File: src/pkg/acgs_consts.svh
// constants of the channel, gain and code-format sequencer
`ifndef ACGS_CONSTS_SVH
`define ACGS_CONSTS_SVH

`define ACGS_CLK_PERIOD_NS 20
`define ACGS_CONV_TIME_NS 1000

`define ACGS_ADR_CTRL 8'h00
`define ACGS_ADR_STATUS 8'h04
`define ACGS_ADR_RESULT 8'h08
`define ACGS_ADR_COUNT 8'h0c

`define ACGS_CTRL_RESET 1'h1
`define ACGS_CTRL_EN_BIT 0

`define ACGS_ST_CH_LSB 0
`define ACGS_ST_BYP_BIT 3
`define ACGS_ST_GAIN_LSB 4
`define ACGS_ST_BIP_BIT 9
`define ACGS_ST_WIDE_BIT 10
`define ACGS_ST_LPM_BIT 11
`define ACGS_ST_SEQ_BIT 12
`define ACGS_ST_BUSY_BIT 13
`define ACGS_RES_CH_LSB 16

`define ACGS_GAIN_0 5'h01
`define ACGS_GAIN_1 5'h02
`define ACGS_GAIN_2 5'h03
`define ACGS_GAIN_3 5'h04
`define ACGS_GAIN_4 5'h06
`define ACGS_GAIN_5 5'h08
`define ACGS_GAIN_6 5'h0c
`define ACGS_GAIN_7 5'h10
`define ACGS_GAIN_BYPASS 5'h01
`define ACGS_GAIN_WIDE_MIN 5'h02

`endif

File: src/pkg/acgs_pkg.sv
// types of the channel, gain and code-format sequencer
package acgs_pkg;
    typedef enum logic [1:0]
    {
        ACGS_CV_IDLE = 2'h0,
        ACGS_CV_RUN = 2'h1,
        ACGS_CV_DONE = 2'h3
    } acgs_conv_state_t;

    typedef enum logic
    {
        ACGS_SQ_OFF = 1'h0,
        ACGS_SQ_RUN = 1'h1
    } acgs_seq_state_t;

    typedef struct packed
    {
        logic bypass;
        logic [2:0] code;
    } acgs_gain_t;
endpackage

File: src/pkg/acgs_fmt_if.sv
// carrier between the sequencer and its output code formatter
`timescale 1ns/1ns
`default_nettype none
interface acgs_fmt_if;
    logic [13:0] raw;
    logic bipolar;
    logic wide;
    logic [13:0] code;
    modport fmt (input raw, input bipolar, input wide, output code);
    modport user (output raw, output bipolar, output wide, input code);
endinterface
`default_nettype wire

File: src/rtl/acgs_code_fmt.sv
// output code formatter: two's complement or straight binary, 13/14 bit
`timescale 1ns/1ns
`default_nettype none
module acgs_code_fmt
    import acgs_pkg::*;
(
    acgs_fmt_if.fmt f
);
    logic [13:0] twos;

    // raw core code is offset binary, mid-scale at 14'h2000
    assign twos = {~f.raw[13], f.raw[12:0]};

    always_comb
    begin
        if (f.bipolar && f.wide)
        begin
            f.code = twos;
        end
        else if (f.bipolar)
        begin
            // half-scale input: arithmetic halving gives -4096..4095
            f.code = {twos[13], twos[13:1]};
        end
        else
        begin
            // unipolar: unsigned 0..8191 at every gain
            f.code = {1'h0, f.raw[13:1]};
        end
    end
endmodule
`default_nettype wire

File: src/rtl/acgs_sequencer.sv
// channel sequencer, gain decode, conversion timing and wishbone slave
//
// Function
// sequence-enable high hands channel choice to sequencer at next cs rise.
// sequencer starts at channel 0, steps one per cs rise up to 7.
// while sequencing, the three select inputs are ignored.
// sequencer off: channel equals select inputs, msb first.
// top gain input floating bypasses amplifier, lower gain bits ignored.
// driven gain inputs decode 1,2,3,4,6,8,12,16.
// host must not toggle bypass floating state dynamically.
// host waits 15 us after power-up in bypass before sampling.
// gain may change in operation, sequencer on or off; new gain applies.
// common input floating selects bipolar two's complement codes.
// bipolar with gain two or more gives -8192..8191.
// bipolar bypassed or gain one gives -4096..4095.
// common grounded gives unsigned 0..8191 at every gain.
// after channel 7 the sequencer wraps to channel 0.
// after sequence-enable drops, one more sequenced channel, then pins.
// latched gain applies now in low power, one sample later normally.
// cs falling edge starts a conversion timed internally.
// sequence-enable rising reloads the counter so channel 0 comes first.
// select, gain, enable and mode inputs sampled at cs rise.
//
// Register access over Wishbone and the register offsets were chosen for this implementation.
`timescale 1ns/1ns
`default_nettype none
`include "acgs_consts.svh"
module acgs_sequencer
    import acgs_pkg::*;
#(
    parameter int CONV_TIME_NS = `ACGS_CONV_TIME_NS,
    parameter int CNT_W = 16
)
(
    input wire logic mclk_i,
    input wire logic srst_i,
    input wire logic cs_n_i,
    input wire logic sequence_enable_i,
    input wire logic channel_select_msb_i,
    input wire logic channel_select_mid_i,
    input wire logic channel_select_lsb_i,
    input wire logic gain_top_bypass_input_i,
    input wire logic gain_top_floating_i,
    input wire logic gain_select_mid_i,
    input wire logic gain_select_lsb_i,
    input wire logic common_mode_floating_i,
    input wire logic low_power_select_i,
    input wire logic [13:0] core_result_i,
    input wire logic wb_cyc_i,
    input wire logic wb_stb_i,
    input wire logic wb_we_i,
    input wire logic [7:0] wb_adr_i,
    input wire logic [3:0] wb_sel_i,
    input wire logic [31:0] wb_dat_i,
    output logic [31:0] wb_dat_o,
    output logic wb_ack_o,
    output logic [2:0] active_channel_o,
    output logic [4:0] gain_factor_o,
    output logic gain_bypass_o,
    output logic conv_busy_o,
    output logic sample_valid_o,
    output logic [13:0] sample_code_o,
    output logic [2:0] sample_channel_o
);
    localparam int CONV_CYC =
        (CONV_TIME_NS + `ACGS_CLK_PERIOD_NS - 1) / `ACGS_CLK_PERIOD_NS;

    generate
        if (CONV_CYC < 1 || CONV_CYC > 4096 || CNT_W < 1 || CNT_W > 32)
        begin : bad_param
            $error("acgs_sequencer: unsupported parameter value");
        end
    endgenerate

    // =========================================================
    // convert-start edge detection
    // =========================================================
    logic cs_n_q;
    logic cs_rise;
    logic cs_fall;

    always_ff @(posedge mclk_i)
    begin
        if (srst_i)
        begin
            cs_n_q <= 1'h0;
        end
        else
        begin
            cs_n_q <= cs_n_i;
        end
    end

    assign cs_rise = cs_n_i & ~cs_n_q;
    assign cs_fall = ~cs_n_i & cs_n_q;

    // =========================================================
    // input sampling at convert-start rise
    // =========================================================
    logic [2:0] pin_channel;
    acgs_gain_t pin_gain;
    logic low_power_select;
    logic bipolar;

    // select pins msb first, all zeros is channel 0
    assign pin_channel = {channel_select_msb_i, channel_select_mid_i,
        channel_select_lsb_i};
    assign pin_gain.bypass = gain_top_floating_i;
    assign pin_gain.code = {gain_top_bypass_input_i, gain_select_mid_i,
        gain_select_lsb_i};

    always_ff @(posedge mclk_i)
    begin
        if (srst_i)
        begin
            low_power_select <= 1'h0;
            bipolar <= 1'h0;
        end
        else if (cs_rise)
        begin
            low_power_select <= low_power_select_i;
            bipolar <= common_mode_floating_i;
        end
    end

    // =========================================================
    // channel sequencer
    // =========================================================
    acgs_seq_state_t seq_state;
    logic [2:0] seq_ch;
    logic [2:0] active_ch;

    always_ff @(posedge mclk_i)
    begin
        if (srst_i)
        begin
            seq_state <= ACGS_SQ_OFF;
            seq_ch <= 3'h0;
        end
        else if (cs_rise)
        begin
            case (seq_state)
                ACGS_SQ_OFF:
                begin
                    if (sequence_enable_i)
                    begin
                        seq_state <= ACGS_SQ_RUN;
                        seq_ch <= 3'h0;
                    end
                end
                ACGS_SQ_RUN:
                begin
                    // wraps 7 -> 0 by width; last step also on drop
                    seq_ch <= seq_ch + 3'h1;
                    if (!sequence_enable_i)
                    begin
                        seq_state <= ACGS_SQ_OFF;
                    end
                end
                default:
                begin
                    seq_state <= ACGS_SQ_OFF;
                end
            endcase
        end
    end

    always_ff @(posedge mclk_i)
    begin
        if (srst_i)
        begin
            active_ch <= 3'h0;
        end
        else if (cs_rise)
        begin
            if (seq_state == ACGS_SQ_OFF && sequence_enable_i)
            begin
                active_ch <= 3'h0;
            end
            else if (seq_state == ACGS_SQ_RUN)
            begin
                // select pins ignored while sequencing
                active_ch <= seq_ch + 3'h1;
            end
            else
            begin
                active_ch <= pin_channel;
            end
        end
    end

    // =========================================================
    // gain latch and decode
    // =========================================================
    acgs_gain_t gain_pend;
    acgs_gain_t gain_app;

    function automatic logic [4:0] gain_value(input acgs_gain_t g);
        logic [4:0] v;
        v = `ACGS_GAIN_BYPASS;
        if (!g.bypass)
        begin
            case (g.code)
                3'h0: v = `ACGS_GAIN_0;
                3'h1: v = `ACGS_GAIN_1;
                3'h2: v = `ACGS_GAIN_2;
                3'h3: v = `ACGS_GAIN_3;
                3'h4: v = `ACGS_GAIN_4;
                3'h5: v = `ACGS_GAIN_5;
                3'h6: v = `ACGS_GAIN_6;
                default: v = `ACGS_GAIN_7;
            endcase
        end
        return v;
    endfunction

    always_ff @(posedge mclk_i)
    begin
        if (srst_i)
        begin
            gain_pend <= '{bypass: 1'h1, code: 3'h0};
            gain_app <= '{bypass: 1'h1, code: 3'h0};
        end
        else if (cs_rise)
        begin
            gain_pend <= pin_gain;
            if (low_power_select_i)
            begin
                gain_app <= pin_gain;
            end
            else
            begin
                gain_app <= gain_pend;
            end
        end
    end

    // =========================================================
    // conversion timing
    // =========================================================
    acgs_conv_state_t conv_state;
    logic [12:0] conv_cnt;
    logic ctrl_en;
    logic [2:0] conv_ch;
    acgs_gain_t conv_gain;
    logic conv_bip;

    always_ff @(posedge mclk_i)
    begin
        if (srst_i)
        begin
            conv_state <= ACGS_CV_IDLE;
            conv_cnt <= 13'h0;
        end
        else
        begin
            case (conv_state)
                ACGS_CV_IDLE:
                begin
                    if (cs_fall && ctrl_en)
                    begin
                        conv_state <= ACGS_CV_RUN;
                        conv_cnt <= 13'(CONV_CYC - 1);
                    end
                end
                ACGS_CV_RUN:
                begin
                    if (conv_cnt == 13'h0)
                    begin
                        conv_state <= ACGS_CV_DONE;
                    end
                    else
                    begin
                        conv_cnt <= conv_cnt - 13'h1;
                    end
                end
                ACGS_CV_DONE:
                begin
                    conv_state <= ACGS_CV_IDLE;
                end
                default:
                begin
                    conv_state <= ACGS_CV_IDLE;
                end
            endcase
        end
    end

    // settings frozen for the conversion in flight
    always_ff @(posedge mclk_i)
    begin
        if (srst_i)
        begin
            conv_ch <= 3'h0;
            conv_gain <= '{bypass: 1'h1, code: 3'h0};
            conv_bip <= 1'h0;
        end
        else if (conv_state == ACGS_CV_IDLE && cs_fall && ctrl_en)
        begin
            conv_ch <= active_ch;
            conv_gain <= gain_app;
            conv_bip <= bipolar;
        end
    end

    // =========================================================
    // output code formatting
    // =========================================================
    acgs_fmt_if fmt_bus ();
    logic conv_wide;

    assign conv_wide = conv_bip && !conv_gain.bypass &&
        (gain_value(conv_gain) >= `ACGS_GAIN_WIDE_MIN);
    assign fmt_bus.raw = core_result_i;
    assign fmt_bus.bipolar = conv_bip;
    assign fmt_bus.wide = conv_wide;

    acgs_code_fmt u_fmt
    (
        .f(fmt_bus.fmt)
    );

    logic [CNT_W-1:0] sample_cnt;

    always_ff @(posedge mclk_i)
    begin
        if (srst_i)
        begin
            sample_valid_o <= 1'h0;
            sample_code_o <= 14'h0;
            sample_channel_o <= 3'h0;
            sample_cnt <= '0;
        end
        else
        begin
            sample_valid_o <= (conv_state == ACGS_CV_DONE);
            if (conv_state == ACGS_CV_DONE)
            begin
                sample_code_o <= fmt_bus.code;
                sample_channel_o <= conv_ch;
                sample_cnt <= sample_cnt + 1'b1;
            end
        end
    end

    // =========================================================
    // wishbone slave
    // =========================================================
    logic wb_req;
    logic [31:0] status_word;

    assign wb_req = wb_cyc_i && wb_stb_i && !wb_ack_o;

    always_comb
    begin
        status_word = 32'h0;
        status_word[`ACGS_ST_CH_LSB +: 3] = active_ch;
        status_word[`ACGS_ST_BYP_BIT] = gain_app.bypass;
        status_word[`ACGS_ST_GAIN_LSB +: 5] = gain_value(gain_app);
        status_word[`ACGS_ST_BIP_BIT] = bipolar;
        status_word[`ACGS_ST_WIDE_BIT] = conv_wide;
        status_word[`ACGS_ST_LPM_BIT] = low_power_select;
        status_word[`ACGS_ST_SEQ_BIT] = (seq_state == ACGS_SQ_RUN);
        status_word[`ACGS_ST_BUSY_BIT] = (conv_state != ACGS_CV_IDLE);
    end

    always_ff @(posedge mclk_i)
    begin
        if (srst_i)
        begin
            ctrl_en <= `ACGS_CTRL_RESET;
        end
        // write lands at the edge where the master samples ack high
        else if (wb_cyc_i && wb_stb_i && wb_ack_o && wb_we_i &&
            wb_sel_i[0] && wb_adr_i == `ACGS_ADR_CTRL)
        begin
            ctrl_en <= wb_dat_i[`ACGS_CTRL_EN_BIT];
        end
    end

    always_ff @(posedge mclk_i)
    begin
        if (srst_i)
        begin
            wb_ack_o <= 1'h0;
            wb_dat_o <= 32'h0;
        end
        else
        begin
            wb_ack_o <= wb_req;
            wb_dat_o <= 32'h0;
            if (wb_req && !wb_we_i)
            begin
                if (wb_adr_i == `ACGS_ADR_CTRL)
                begin
                    wb_dat_o <= {31'h0, ctrl_en};
                end
                else if (wb_adr_i == `ACGS_ADR_STATUS)
                begin
                    wb_dat_o <= status_word;
                end
                else if (wb_adr_i == `ACGS_ADR_RESULT)
                begin
                    wb_dat_o <= {13'h0, sample_channel_o, 2'h0,
                        sample_code_o};
                end
                else if (wb_adr_i == `ACGS_ADR_COUNT)
                begin
                    wb_dat_o <= 32'(sample_cnt);
                end
            end
        end
    end

    // =========================================================
    // pin-level outputs
    // =========================================================
    assign active_channel_o = active_ch;
    assign gain_factor_o = gain_value(gain_app);
    assign gain_bypass_o = gain_app.bypass;
    assign conv_busy_o = (conv_state != ACGS_CV_IDLE);
endmodule
`default_nettype wire

File: config.mk
export PLATFORM = sky130hd
export DESIGN_NAME = acgs_sequencer
export DESIGN_NICKNAME = d
export VERILOG_FILES = /design/src/pkg/acgs_pkg.sv /design/src/pkg/acgs_fmt_if.sv /design/src/rtl/acgs_code_fmt.sv /design/src/rtl/acgs_sequencer.sv
export VERILOG_INCLUDE_DIRS = /design/src /design/src/pkg
export SDC_FILE = /design/constraint.sdc
export NUM_CORES = 1
export LEC_CHECK = 0
export CAP_MARGIN = 30
export CORE_ASPECT_RATIO = 1.4
export CORE_MARGIN = 5
export CORE_UTILIZATION = 60
export CTS_CLUSTER_DIAMETER = 50
export DETAILED_ROUTE_END_ITERATION = 8
export DONT_BUFFER_PORTS = 1
export PLACE_DENSITY = 0.73
export SYNTH_ARGS = -nofsm -noshare
export SYNTH_HDL_FRONTEND = slang
export SYNTH_HIERARCHICAL = 1
export SYNTH_SLANG_ARGS = --single-unit
File: constraint.sdc
create_clock -name mclk_i -period 2.3 [get_ports mclk_i]
set_clock_uncertainty 0.15 [all_clocks]
set_input_delay 0.345 -clock mclk_i [delete_from_list [all_inputs] [get_ports mclk_i]]
set_output_delay 0.345 -clock mclk_i [all_outputs]
set_load 0.01 [all_outputs]
======== Word level (Yosys, flattened, before mapping) ========
Index checks and enable logic that the tools add are counted.
cells by class
  add/sub/neg operators ................... 3
  $lt $le $gt $ge ......................... 1
  equal/unequal tests ..................... 21
  mux-type cells .......................... 22
  bitwise operators ....................... 8
  reduce and logical (&&, ||, !) cells .... 32
operators with widths
  cell                                                                   number
  5-bit case mux with 7 select lines                                     2
  14-bit 2-to-1 mux                                                      3
  13-bit 2-to-1 mux                                                      2
  13-bit case mux with 2 select lines                                    1
  19-bit 2-to-1 mux                                                      1
  3-bit == test, second input constant                                   6
  16-bit by 1-bit adder with 16-bit output, second input constant        1
  8-bit by 4-bit == test with 1-bit output, second input constant        2
  16-bit 2-to-1 mux                                                      1
  1-bit logical AND                                                      14
  13-bit zero test                                                       1
  13-bit by 1-bit subtractor with 13-bit output, second input constant   1
  3-bit by 2-bit == test with 1-bit output, second input constant        4
  5-bit 2-to-1 mux                                                       2
  3-bit 2-to-1 mux                                                       3
  8-bit by 3-bit == test with 1-bit output, second input constant        1
  8-bit zero test                                                        1
  2-bit != test, second input constant                                   4
  3-bit by 1-bit == test with 1-bit output, second input constant        2
  3-bit zero test                                                        2
  1-bit NOT                                                              6
  3-bit case mux with 2 select lines                                     1
  6-bit OR reduction                                                     1
  5-bit by 2-bit >= comparator with 1-bit output, second input constant  1
  17 further kinds                                                       24
storage, ports and cells
  bits in registers ....................... 109
  logic and storage cells ................. 114

======== Logic depth before layout (Yosys ltp) ========
Gate-level depths: netlist of the first run.
  word-level depth ........................ 7
  gate-level depth with buffers ........... 8
  gate-level depth less buffers ........... 6

======== Cells and area by module ========
Netlist of the first run, hierarchy kept.
by module, submodules not included
  module          times used  cells each  area an instance (um2)  sequential area each (um2)
  acgs_sequencer  1           510         4,249.1                 1,921.8
  acgs_code_fmt   1           18          216.5                   0.0

======== Least setup slack after synthesis of the first run ========
Ideal clock, no wire load.
  path kind ............................... register -> register
  start ................................... register conv_cnt[0]
  end ..................................... register conv_cnt[4]
  library setup time ...................... 0.074 ns
  arrival ................................. 1.656 ns
  setup slack ............................. 0.420 ns
  cell stages (with the launch flop) ...... 8
  period minus slack after synthesis ...... 1.880 ns
  cells stage by stage .................... dfxtp_1 inv_1 ha_1 nor4b_1 and4_1 buf_2 or4_1 a31oi_1
on the way
  word-level cells in the longest chain between the ends .. 3
  elaborated cells between the ends (all ways) .. 6
  classes of those cells .................. 1 x add/sub; 1 x eq/ne; 2 x mux; 2 x reduce/logical
ends and longest elaborated chain
  what                                                                                      RTL line                                      text
  from (decl)                                                                               acgs_sequencer.sv:242                         logic [12:0] conv_cnt;
  from (signal assigned)                                                                    acgs_sequencer.sv:263                         conv_cnt <= 13'(CONV_CYC - 1);
  from (signal assigned)                                                                    acgs_sequencer.sv:274                         conv_cnt <= conv_cnt - 13'h1;
  13-bit by 1-bit subtractor with 13-bit output / 13-bit zero test (equally long branches)  acgs_sequencer.sv:274, acgs_sequencer.sv:268
  13-bit 2-to-1 mux / 2-bit != test (equally long branches)                                 -
  13-bit case mux with 2 select lines / 3-bit AND reduction (equally long branches)         -
Parallel ways exist; a longest one is shown, timed or not. The select of a mux whose other input is x is not followed.
A chain may end at the register's enable or synchronous reset.

======== Worst setup path in the final report of the first run ========
  start ................................... register wb_ack_o
  end ..................................... register wb_dat_o[15]
on the way
  word-level cells in the longest chain between the ends .. 5
ends and longest elaborated chain
  what                                 RTL line               text
  from (decl)                          acgs_sequencer.sv:56   output logic wb_ack_o,
  from (signal assigned)               acgs_sequencer.sv:390  wb_ack_o <= wb_req;
  1-bit zero test                      acgs_sequencer.sv:352  assign wb_req = wb_cyc_i && wb_stb_i && !wb_ack_o;
  1-bit logical AND                    acgs_sequencer.sv:352
  1-bit logical AND                    acgs_sequencer.sv:392  if (wb_req && !wb_we_i)
  1-bit NOT (no source line)           -
  6-bit OR reduction (no source line)  -
  to (signal assigned)                 acgs_sequencer.sv:396  wb_dat_o <= {31'h0, ctrl_en};
  to (signal assigned)                 acgs_sequencer.sv:400  wb_dat_o <= status_word;
  to (signal assigned)                 acgs_sequencer.sv:404  wb_dat_o <= {13'h0, sample_channel_o, 2'h0,
  to (decl)                            acgs_sequencer.sv:55   output logic [31:0] wb_dat_o,
Every way passes these cells.

==> out/results.ini, run 1 <==
[sta]
post-route-min-period_ns = 2.09
drv_slew = 0
hold_violations = 0
final.setup.worst_slack_ns = 0.212
worstMarginPinSlew_ns = 0.727
setup-tns-final_ns = 0
slew_headroom = 0.511
setup_viol = 0
fmax_ghz = 0.479
fin_crit_sh = 0.908
grt_setup_unrepaired = false

[power_and_ir_drop]
fin_total_pwr_mw = 3.31
p_leak_nw = 1.77
pwr_density_cell_nw_per_um2 = 691
ir_drop_v = 0.000396

[route]
drt-total-wl_um = 10800
wire_per_inst_um = 17.2
dr_total_vias = 3729
drc = 0
drtPass1Iterations = 4
via_per_inst = 5.97
drtIter0Drc = 236
final_antenna_net_count = 0

[placed_design]
dp_slack_ns = 0.256
dp.final_hpwl_um = 7820
port_buffers = 0
place.gp.congestion = 0.828

[logic_synthesis]
ys_types = 58
ys_warn_count = 6
avgSynthCellArea_um2 = 8.46
ys_seq_elements = 96
syn-cell-area_um2 = 4470
async_flop_share = 0
ys_seq_area_frac = 0.430
synth_flop_cell = dfxtp_1
synth_cells = 528
synth-edff-count = 0

[worst_setup_path]
crit_type = flip-flop to flip-flop
worstPathRequired_ns = 2.43
critPathLaunchType = flip-flop
rrSetupSlack_ns = 0.21
cpPeakStageDelay_ns = 0.66
crit_family = simple AND/OR/NAND/NOR gates
cpMaxStageDelayCell = nor4_1
cp_max_fo = 15
worst-path-buf-inv = 0
worstRegToRegCells = 3
r2r_end = wb_dat_o[15]$_SDFF_PP0_
path_cells = nor4_1 > nand2_1 > nor3_1
crit_cells = 3
rr_startpoint = wb_ack_o$_SDFF_PP0_
cp-end-kind = flip-flop
cp_data_arrival_time_ns = 2.22

[status]
outcome = complete, no violations

[global_route]
grt_pass1_wl_um = 17800
grt_pass1_vias = 3527
overflow = 0
antenna_found_initial = 0
grt_start_max_net_pins = 66
track_usage = 0.235

[floorplanning]
die_w_um = 82.9
num_rows = 37
die_h_um = 112
io_pins = 135
die-area_um2 = 9290
initial_core_util = 0.611
core_um2 = 7310

[hold_path]
holdPathEnd = wb_ack_o$_SDFF_PP0_
hp-start = wb_stb_i
hold_depth = 2
hold_path.class = input port to flip-flop

[clock_network]
cts_tree = done
clock-sinks = 96
cts_setup_buffers = 0
insertion_delay_ns = 0.36
cts_buffers = 9
htreeDepth = 3
root_buffer = clkbuf_8
clk_pin_slew_ns = 0.09
clk_path_buf_depth = 2

[job]
cap_violations = 0

[cells_and_area]
layout_common_cells = 96 x dfxtp_1, 81 x nand2_1, 52 x a21oi_1, 33 x nor2_1, 17 x nand3_1
final_nets = 601
drive_gt1_frac = 0.0833
antenna_cells = 0
final_common_cell = dfxtp_1
syn_to_final_growth_pct = 7.26
fillerInstances = 659

## synth_stat cells (7+ instances only)
cell      count  area share
nor3_1       11       0.012
o21ai_0      15       0.017
nand2_1      81       0.068
o31ai_1      11       0.018
a22oi_1       9       0.015
a21oi_1      52       0.058
and2_1        8       0.011
a22o_1        7       0.014
clkbuf_1     23       0.019
nor4_1        7      0.0098
or4_1        12       0.020
inv_1        13       0.011
and3_1        9       0.013
buf_4        13       0.022
mux2_4        9       0.030
nand3_1      17       0.019
dfxtp_1      96        0.43
nor2_1       33       0.028
or3_1         7      0.0098
## registers in the layout (all words and copies together) (netlist names)
name / count
sample_code_o: 14
wb_dat_o: 19
sample_cnt: 16
conv_state: 2
wb_ack_o: 1
ctrl_en: 1
conv_ch: 3
seq_ch: 3
low_power_select: 1
seq_state: 1
conv_gain: 4
bipolar: 1
sample_channel_o: 3
sample_valid_o: 1
conv_bip: 1
gain_pend: 4
cs_n_q: 1
conv_cnt: 13
gain_bypass_o: 1
gain_app: 3
active_channel_o: 3
## layout make-up
class / count / area (um^2) / share of cell area
clock buffer: 11 / 141 / 0.0295
clock inverter: 5 / 80.1 / 0.0167
inverter: 13 / 48.8 / 0.0102
multi-input combinational: 384 / 2290 / 0.478
sequential: 96 / 1920 / 0.401
tap: 97 / 121 / 0.0253
timing repair buffer: 19 / 185 / 0.0387
## metrics by stage
step | instance area [um^2] | hold WS [ns] | utilization | instances
after global placement | 4450 | 0.274 | 0.608 | 599
after CTS | 4790 | 0.00621 | 0.655 | 625
after floorplan | 4510 | 0.274 | - | 540
after global routing | 4790 | 0.0428 | 0.655 | 625
after detailed placement | 4450 | 0.273 | 0.608 | 599
final | 4790 | 0.0343 | 0.655 | 625
## what timing repair did
item | in CTS | in global routing
hold buffers | 10 | 0
endpoints found under the hold margin | 66 | 0
gates resized for setup | 0 | 0
## kinds of logic (layout without fill, tap and decap cells)
| kind of cell | Yosys count | count (layout) | share of synthesized area |
|---|---|---|---|
| simple gates | 222 | 222 | 0.256 |
| compound gates | 115 | 115 | 0.160 |
| flops | 96 | 96 | 0.430 |
| buf+inv | 60 | 48 | 0.0667 |
| mux | 18 | 18 | 0.0513 |
| xor+xnor | 12 | 12 | 0.0235 |
| fa+ha+maj | 4 | 4 | 0.0112 |
| other cells | 1 | 13 | 0.000840 |
## worst max-delay path by stage
stage | startpoint | end | slack (ns)
2_1_floorplan | conv_cnt[0]$_SDFFE_PP0P_ | conv_cnt[4]$_SDFFE_PP0P_ | 0.42
3_3_place_gp | conv_cnt[0]$_SDFFE_PP0P_ | conv_cnt[4]$_SDFFE_PP0P_ | 0.30
3_5_place_dp | conv_cnt[1]$_SDFFE_PP0P_ | conv_cnt[5]$_SDFFE_PP0P_ | 0.26
4_1_cts | gain_app[2]$_SDFFE_PP0P_ | gain_factor_o[1] | 0.21
5_1_grt | conv_cnt[0]$_SDFFE_PP0P_ | conv_cnt[3]$_SDFFE_PP0P_ | 0.09
6_report | wb_ack_o$_SDFF_PP0_ | wb_dat_o[15]$_SDFF_PP0_ | 0.21
## power by group
group	internal [mW]	switching, mW	total [mW]
registers	1.71	0.0666	1.77
logic	0.135	0.186	0.321
clock network	0.641	0.575	1.22
total	2.48	0.827	3.31
## metal layers
layer  share of wire  vias to the layer above  global-route usage
li1                -                     1841                   -
met5               0                        -                   0
met4          0.0098                        0              0.0763
met1            0.40                     1754               0.273
met2            0.52                      127               0.407
met3           0.077                        7              0.0756
No activity file was read; power rests on OpenSTA's default activity.
==> run 2, diff against run 1 <==
Settings changed: CORE_MARGIN 5 to unset.
==> run 2 against run 1 <==
Against the previous run: non-clock buffer count is 1 higher; maximum frequency is 0.75% higher; critical path type unchanged; setup slack improved by 0.015 ns; register-to-register slack better by 0.02 ns; largest cell class unchanged; die area decreased by 16%; combinational power barely moved; cell count decreased by 0.32%; hold slack got worse by 0.0025 ns; critical endpoint is now conv_cnt[4]$_SDFFE_PP0P_; first-iteration DRC count rose by 3.8%.
==> out/results.ini, run 2 (synthesis gave the netlist of run 1 again) <==
[global_route]
grt_start_max_net_pins = 65  ; -1.5%
grt_pass1_vias = 3279  ; -7.0%
grt_pass1_wl_um = 15600  ; -12%
antenna_found_initial = 0  ; unchanged
track_usage = 0.262  ; +0.0277
overflow = 0  ; unchanged

[route]
drt-total-wl_um = 10100  ; -5.9%
via_per_inst = 6.01  ; +0.78%
dr_total_vias = 3746  ; +0.46%
final_antenna_net_count = 0  ; unchanged
drtIter0Drc = 245  ; +3.8%
drc = 0  ; unchanged
drtPass1Iterations = 4  ; unchanged
wire_per_inst_um = 16.3  ; -5.6%

[sta]
worstMarginPinSlew_ns = 0.637  ; -0.0903 ns
holdWs_ns = 0.0318  ; -0.00255 ns
drv_slew = 0  ; unchanged
setup-tns-final_ns = 0  ; unchanged
post-route-min-period_ns = 2.07  ; -0.0155 ns
fin_crit_sh = 0.901  ; -0.00673
setup_viol = 0  ; unchanged
grt_setup_unrepaired = false
hold_violations = 0  ; unchanged
fmax_ghz = 0.482  ; +0.75%
slew_headroom = 0.571  ; +0.0608

[floorplanning]
die_w_um = 74.9  ; -9.6%
initial_core_util = 0.631  ; +0.0210
die-area_um2 = 7800  ; -16%
io_pins = 135  ; unchanged
num_rows = 36  ; -2.7%
die_h_um = 104  ; -7.1%
core_um2 = 7070  ; -3.3%

[cells_and_area]
final_nets = 602  ; +0.17%
largest_reg_flops = 19  ; unchanged
fillerInstances = 605  ; -8.2%
multi_input_area_um2 = 2290  ; unchanged
final_common_cell = dfxtp_1
top_regs = wb_dat_o x19, sample_cnt x16, sample_code_o x14
regMostFlops = wb_dat_o
drive_gt1_frac = 0.0795  ; -0.00379
ff_latch_area_um2 = 1920  ; unchanged
layout_common_cells = 96 x dfxtp_1, 81 x nand2_1, 52 x a21oi_1, 33 x nor2_1, 17 x nand3_1
antenna_cells = 0  ; unchanged
syn_to_final_growth_pct = 6.67

[status]
outcome = complete, no violations

[power_and_ir_drop]
pwr_density_cell_nw_per_um2 = 665  ; -3.8%
ir_drop_v = 0.000437  ; +10%
switching_power_mw = 0.799  ; -3.4%
p_leak_nw = 1.76  ; -0.50%
p_clk_frac = 0.339  ; -0.028
p_int_mw = 2.37  ; -4.6%
combPwrFrac = 0.101  ; +0.004
pwr-share-seq = 0.560  ; +0.024
p_sw_frac = 0.252  ; +0.00243

[placed_design]
place.gp.congestion = 0.885  ; +6.9%
port_buffers = 0  ; unchanged
dp.final_hpwl_um = 7150  ; -8.6%

[worst_setup_path]
cp_data_arrival_time_ns = 2.21  ; about the same
cp_max_fo = 16  ; +1
cpMaxStageDelayCell = or4_1
cpPeakStageDelay_ns = 0.54  ; -0.12 ns
critPathLaunchType = flip-flop
worstRegToRegCells = 6  ; +3
cp-end-kind = flip-flop
crit_type = flip-flop to flip-flop
path_cells = inv_1 > ha_1 > nor4b_1 > and4_1 > or4_1 > a31oi_1
worstPathRequired_ns = 2.44  ; about the same

[clock_network]
insertion_delay_ns = 0.36  ; about the same
clk_path_buf_depth = 2  ; unchanged
cts_setup_buffers = 0  ; unchanged
cts_buffers = 9  ; unchanged
htreeDepth = 3  ; unchanged
clock-sinks = 96  ; unchanged
clk_pin_slew_ns = 0.09  ; about the same
root_buffer = clkbuf_8
cts_tree = done

[hold_path]
hold_depth = 2  ; unchanged
hold_path.class = input port to flip-flop

[job]
cap_violations = 0  ; unchanged

==> run 2: power groups by stage <==
stage	clock, mW	combinational (mW)	sequential [mW]
global placement	0	0.273	1.81
floorplan	0	0.284	1.78
global route	1.17	0.361	1.78
CTS	1.10	0.318	1.77
finish	1.07	0.321	1.77
detailed placement	0	0.281	1.81
==> run 2: per-layer routing <==
metal | vias to the layer above | track usage | wire length, um
met5 | - | 0 | 0
met4 | 0 | 0.0903 | 265
met3 | 18 | 0.0795 | 806
met2 | 139 | 0.436 | 4960
met1 | 1749 | 0.312 | 4090
li1 | 1840 | - | -
==> run 2: stage by stage <==
step / instances / area (um^2) / utilization / setup WS, ns / power, mW
3_3_place_gp: 597 / 4450 / 0.629 / 0.306 / 2.08
6_report: 623 / 4760 / 0.674 / 0.227 / 3.17
3_5_place_dp: 597 / 4450 / 0.629 / 0.243 / 2.09
4_1_cts: 623 / 4760 / 0.674 / 0.208 / 3.19
2_1_floorplan: 540 / 4510 / - / 0.420 / 2.06
5_1_grt: 623 / 4760 / 0.674 / 0.0742 / 3.31
==> run 2: critical path, delay by kind of cell, from the launching register on <==
kind / cells / cell delay, ns
simple gates: 3 / 1.03
flops: 1 / 0.36
fa+ha+maj: 1 / 0.23
compound gates: 1 / 0.16
buf+inv: 1 / 0.09
==> run 2: timing repair <==
| action | CTS | global route |
|---|---|---|
| endpoints found under the hold margin | 65 | 0 |
| gates resized for setup | 0 | 0 |
| hold buffers | 11 | 0 |
==> run 2: path summary, 6_finish.rpt <==
| path | from | endpoint | slack (ns) |
|---|---|---|---|
| worst max-delay path | conv_cnt[0]$_SDFFE_PP0P_ | conv_cnt[4]$_SDFFE_PP0P_ | 0.23 |
| worst min-delay path | wb_stb_i | wb_ack_o$_SDFF_PP0_ | 0.03 |
| worst max register to register | conv_cnt[0]$_SDFFE_PP0P_ | conv_cnt[4]$_SDFFE_PP0P_ | 0.23 |
| worst min register to register | conv_ch[2]$_SDFFE_PP0P_ | sample_channel_o[2]$_SDFFE_PP0P_ | 0.30 |
==> run 2: cell type report <==
type                    count  area share
multi-input cells         384       0.481
repair buffers             20      0.0410
flip-flops and latches     96       0.403
inverters                  13      0.0102
clock buffers              12      0.0305
well taps                  95      0.0250
clock inverters             3     0.00893
==> run 3, diff against run 2 <==
Settings changed: RECOVER_POWER set to 100.
==> run 3 against run 2 <==
Against the previous run: routed wire length decreased by 0.50%; die area stayed put; maximum frequency shrank 0.57%; register-to-register slack about the same; core utilization down 0.23 points; critical path type unchanged; largest power group unchanged.
==> out/results.ini, run 3 (synthesis gave the netlist of run 1 again) <==
[route]
drc = 0  ; unchanged
drtPass1Iterations = 5  ; +1
via_per_inst = 6.00  ; -0.16%
final_antenna_net_count = 0  ; unchanged
drt-total-wl_um = 10100  ; -0.50%
drtIter0Drc = 239  ; -2.4%
dr_total_vias = 3740  ; -0.16%
wire_per_inst_um = 16.2  ; -0.50%

[hold_path]
hp-start = wb_stb_i
hold_depth = 2  ; unchanged
holdPathEnd = wb_ack_o$_SDFF_PP0_
hold_path.class = input port to flip-flop

[job]
cap_violations = 0  ; unchanged

[clock_network]
cts_tree = done
htreeDepth = 3  ; unchanged
insertion_delay_ns = 0.36  ; about the same
cts_buffers = 9  ; unchanged
post_cts_resized = 0  ; unchanged
clk_pin_slew_ns = 0.09  ; about the same
root_buffer = clkbuf_8
clk_path_buf_depth = 2  ; unchanged
clock-sinks = 96  ; unchanged

[sta]
fmax_ghz = 0.480  ; -0.57%
setup_viol = 0  ; unchanged
setup-tns-final_ns = 0  ; unchanged
slew_headroom = 0.511  ; -0.0605
drv_slew = 0  ; unchanged
fin_crit_sh = 0.906  ; +0.00518
grt_setup_unrepaired = false
hold_violations = 0  ; unchanged
worstMarginPinSlew_ns = 0.734  ; +0.0966 ns
post-route-min-period_ns = 2.08  ; +0.0119 ns

[power_and_ir_drop]
p_leak_nw = 1.74  ; -0.81%
p_clk_frac = 0.340  ; about the same
switching_power_mw = 0.801  ; +0.15%
ir_drop_v = 0.000439  ; +0.60%
pwr_density_cell_nw_per_um2 = 667  ; +0.31%
pwr-share-seq = 0.560  ; about the same
p_int_mw = 2.37  ; about the same
combPwrFrac = 0.101  ; about the same
p_sw_frac = 0.253  ; +0.000448

[worst_setup_path]
crit_type = flip-flop to flip-flop
cp-end-kind = flip-flop
r2r_end = conv_cnt[4]$_SDFFE_PP0P_
rrSetupSlack_ns = 0.22  ; about the same
cp_data_arrival_time_ns = 2.22  ; about the same
critPathLaunchType = flip-flop
rr_startpoint = conv_cnt[0]$_SDFFE_PP0P_
worstPathRequired_ns = 2.44  ; about the same
cp_max_fo = 16  ; unchanged
worstRegToRegCells = 6  ; unchanged

[global_route]
grt_pass1_wl_um = 15600  ; unchanged
grt_start_max_net_pins = 65  ; unchanged
antenna_found_initial = 0  ; unchanged
overflow = 0  ; unchanged
track_usage = 0.262  ; unchanged
grt_pass1_vias = 3279  ; unchanged

[placed_design]
port_buffers = 0  ; unchanged
place.gp.congestion = 0.885  ; unchanged
dp.final_hpwl_um = 7150  ; unchanged

[floorplanning]
core_um2 = 7070  ; unchanged
die_w_um = 74.9  ; unchanged
io_pins = 135  ; unchanged
initial_core_util = 0.631  ; unchanged
die_h_um = 104  ; unchanged
num_rows = 36  ; unchanged
die-area_um2 = 7800  ; unchanged

[cells_and_area]
utilization = 0.671  ; -0.00230
drive_gt1_frac = 0.0739  ; -0.00568
layout_common_cells = 96 x dfxtp_1, 81 x nand2_1, 52 x a21oi_1, 33 x nor2_1, 17 x nand3_1
fillerInstances = 608  ; +0.50%
top_regs = wb_dat_o x19, sample_cnt x16, sample_code_o x14
final_nets = 602  ; unchanged
final_common_cell = dfxtp_1
regMostFlops = wb_dat_o
antenna_cells = 0  ; unchanged
syn_to_final_growth_pct = 6.30
largest_reg_flops = 19  ; unchanged

[status]
outcome = complete, no violations

## run 3: cell count changes in the layout (fill, tap and decap cells not counted), sizes merged
cell / change
buf: -3
clkbuf: +3
## run 3: worst max-delay path by stage
stage / startpoint / end
2_1_floorplan: conv_cnt[0]$_SDFFE_PP0P_ / conv_cnt[4]$_SDFFE_PP0P_
5_1_grt: conv_cnt[1]$_SDFFE_PP0P_ / conv_cnt[5]$_SDFFE_PP0P_
3_5_place_dp: conv_cnt[0]$_SDFFE_PP0P_ / conv_cnt[4]$_SDFFE_PP0P_
4_1_cts: gain_app[2]$_SDFFE_PP0P_ / gain_factor_o[1]
6_report: conv_cnt[0]$_SDFFE_PP0P_ / conv_cnt[4]$_SDFFE_PP0P_
3_3_place_gp: conv_cnt[0]$_SDFFE_PP0P_ / conv_cnt[4]$_SDFFE_PP0P_
## run 3: worst max-delay path, cell delays in order, from the launching register on
cell	delay, ns
dfxtp_1	0.35
inv_1	0.09
ha_1	0.23
nor4b_1	0.15
and4_1	0.35
or4_1	0.54
a31oi_1	0.16
## run 3: layer usage
layer,global-route usage,wire (um),vias up
met1,0.312,4000,1751
met2,0.436,5030,140
li1,-,-,1834
met4,0.0903,223,0
met5,0,0,-
met3,0.0795,824,15
## run 3: area by class of cell
class | count | area [um^2] | share of cell area
repair buffers | 20 | 185 | 0.0390
clock buffers | 12 | 145 | 0.0306
clock inverters | 3 | 42.5 | 0.00896
flip-flops and latches | 96 | 1920 | 0.405
inverters | 13 | 48.8 | 0.0103
multi-input cells | 384 | 2280 | 0.481
well taps | 95 | 119 | 0.0250
## run 3: timing repair
item                                   CTS  global route
endpoints found under the hold margin   65             0
hold buffers                            11             0
setup buffers                            0             0
## run 3: metrics by stage
stage	hold slack (ns)	setup WS (ns)	instances	power, mW	area [um^2]
5_1_grt	0.0107	0.0735	623	3.31	4750
3_5_place_dp	0.273	0.243	597	2.09	4450
2_1_floorplan	0.274	0.420	540	2.06	4510
4_1_cts	0.0153	0.208	623	3.19	4760
6_report	0.0328	0.215	623	3.17	4750
3_3_place_gp	0.273	0.306	597	2.08	4450
## run 3: power by group through the flow
stage	sequential, mW	combinational, mW	clock [mW]
after floorplan	1.78	0.284	0
after global placement	1.81	0.273	0
after global routing	1.78	0.359	1.17
final	1.77	0.319	1.08
after detailed placement	1.81	0.281	0
after CTS	1.77	0.318	1.10
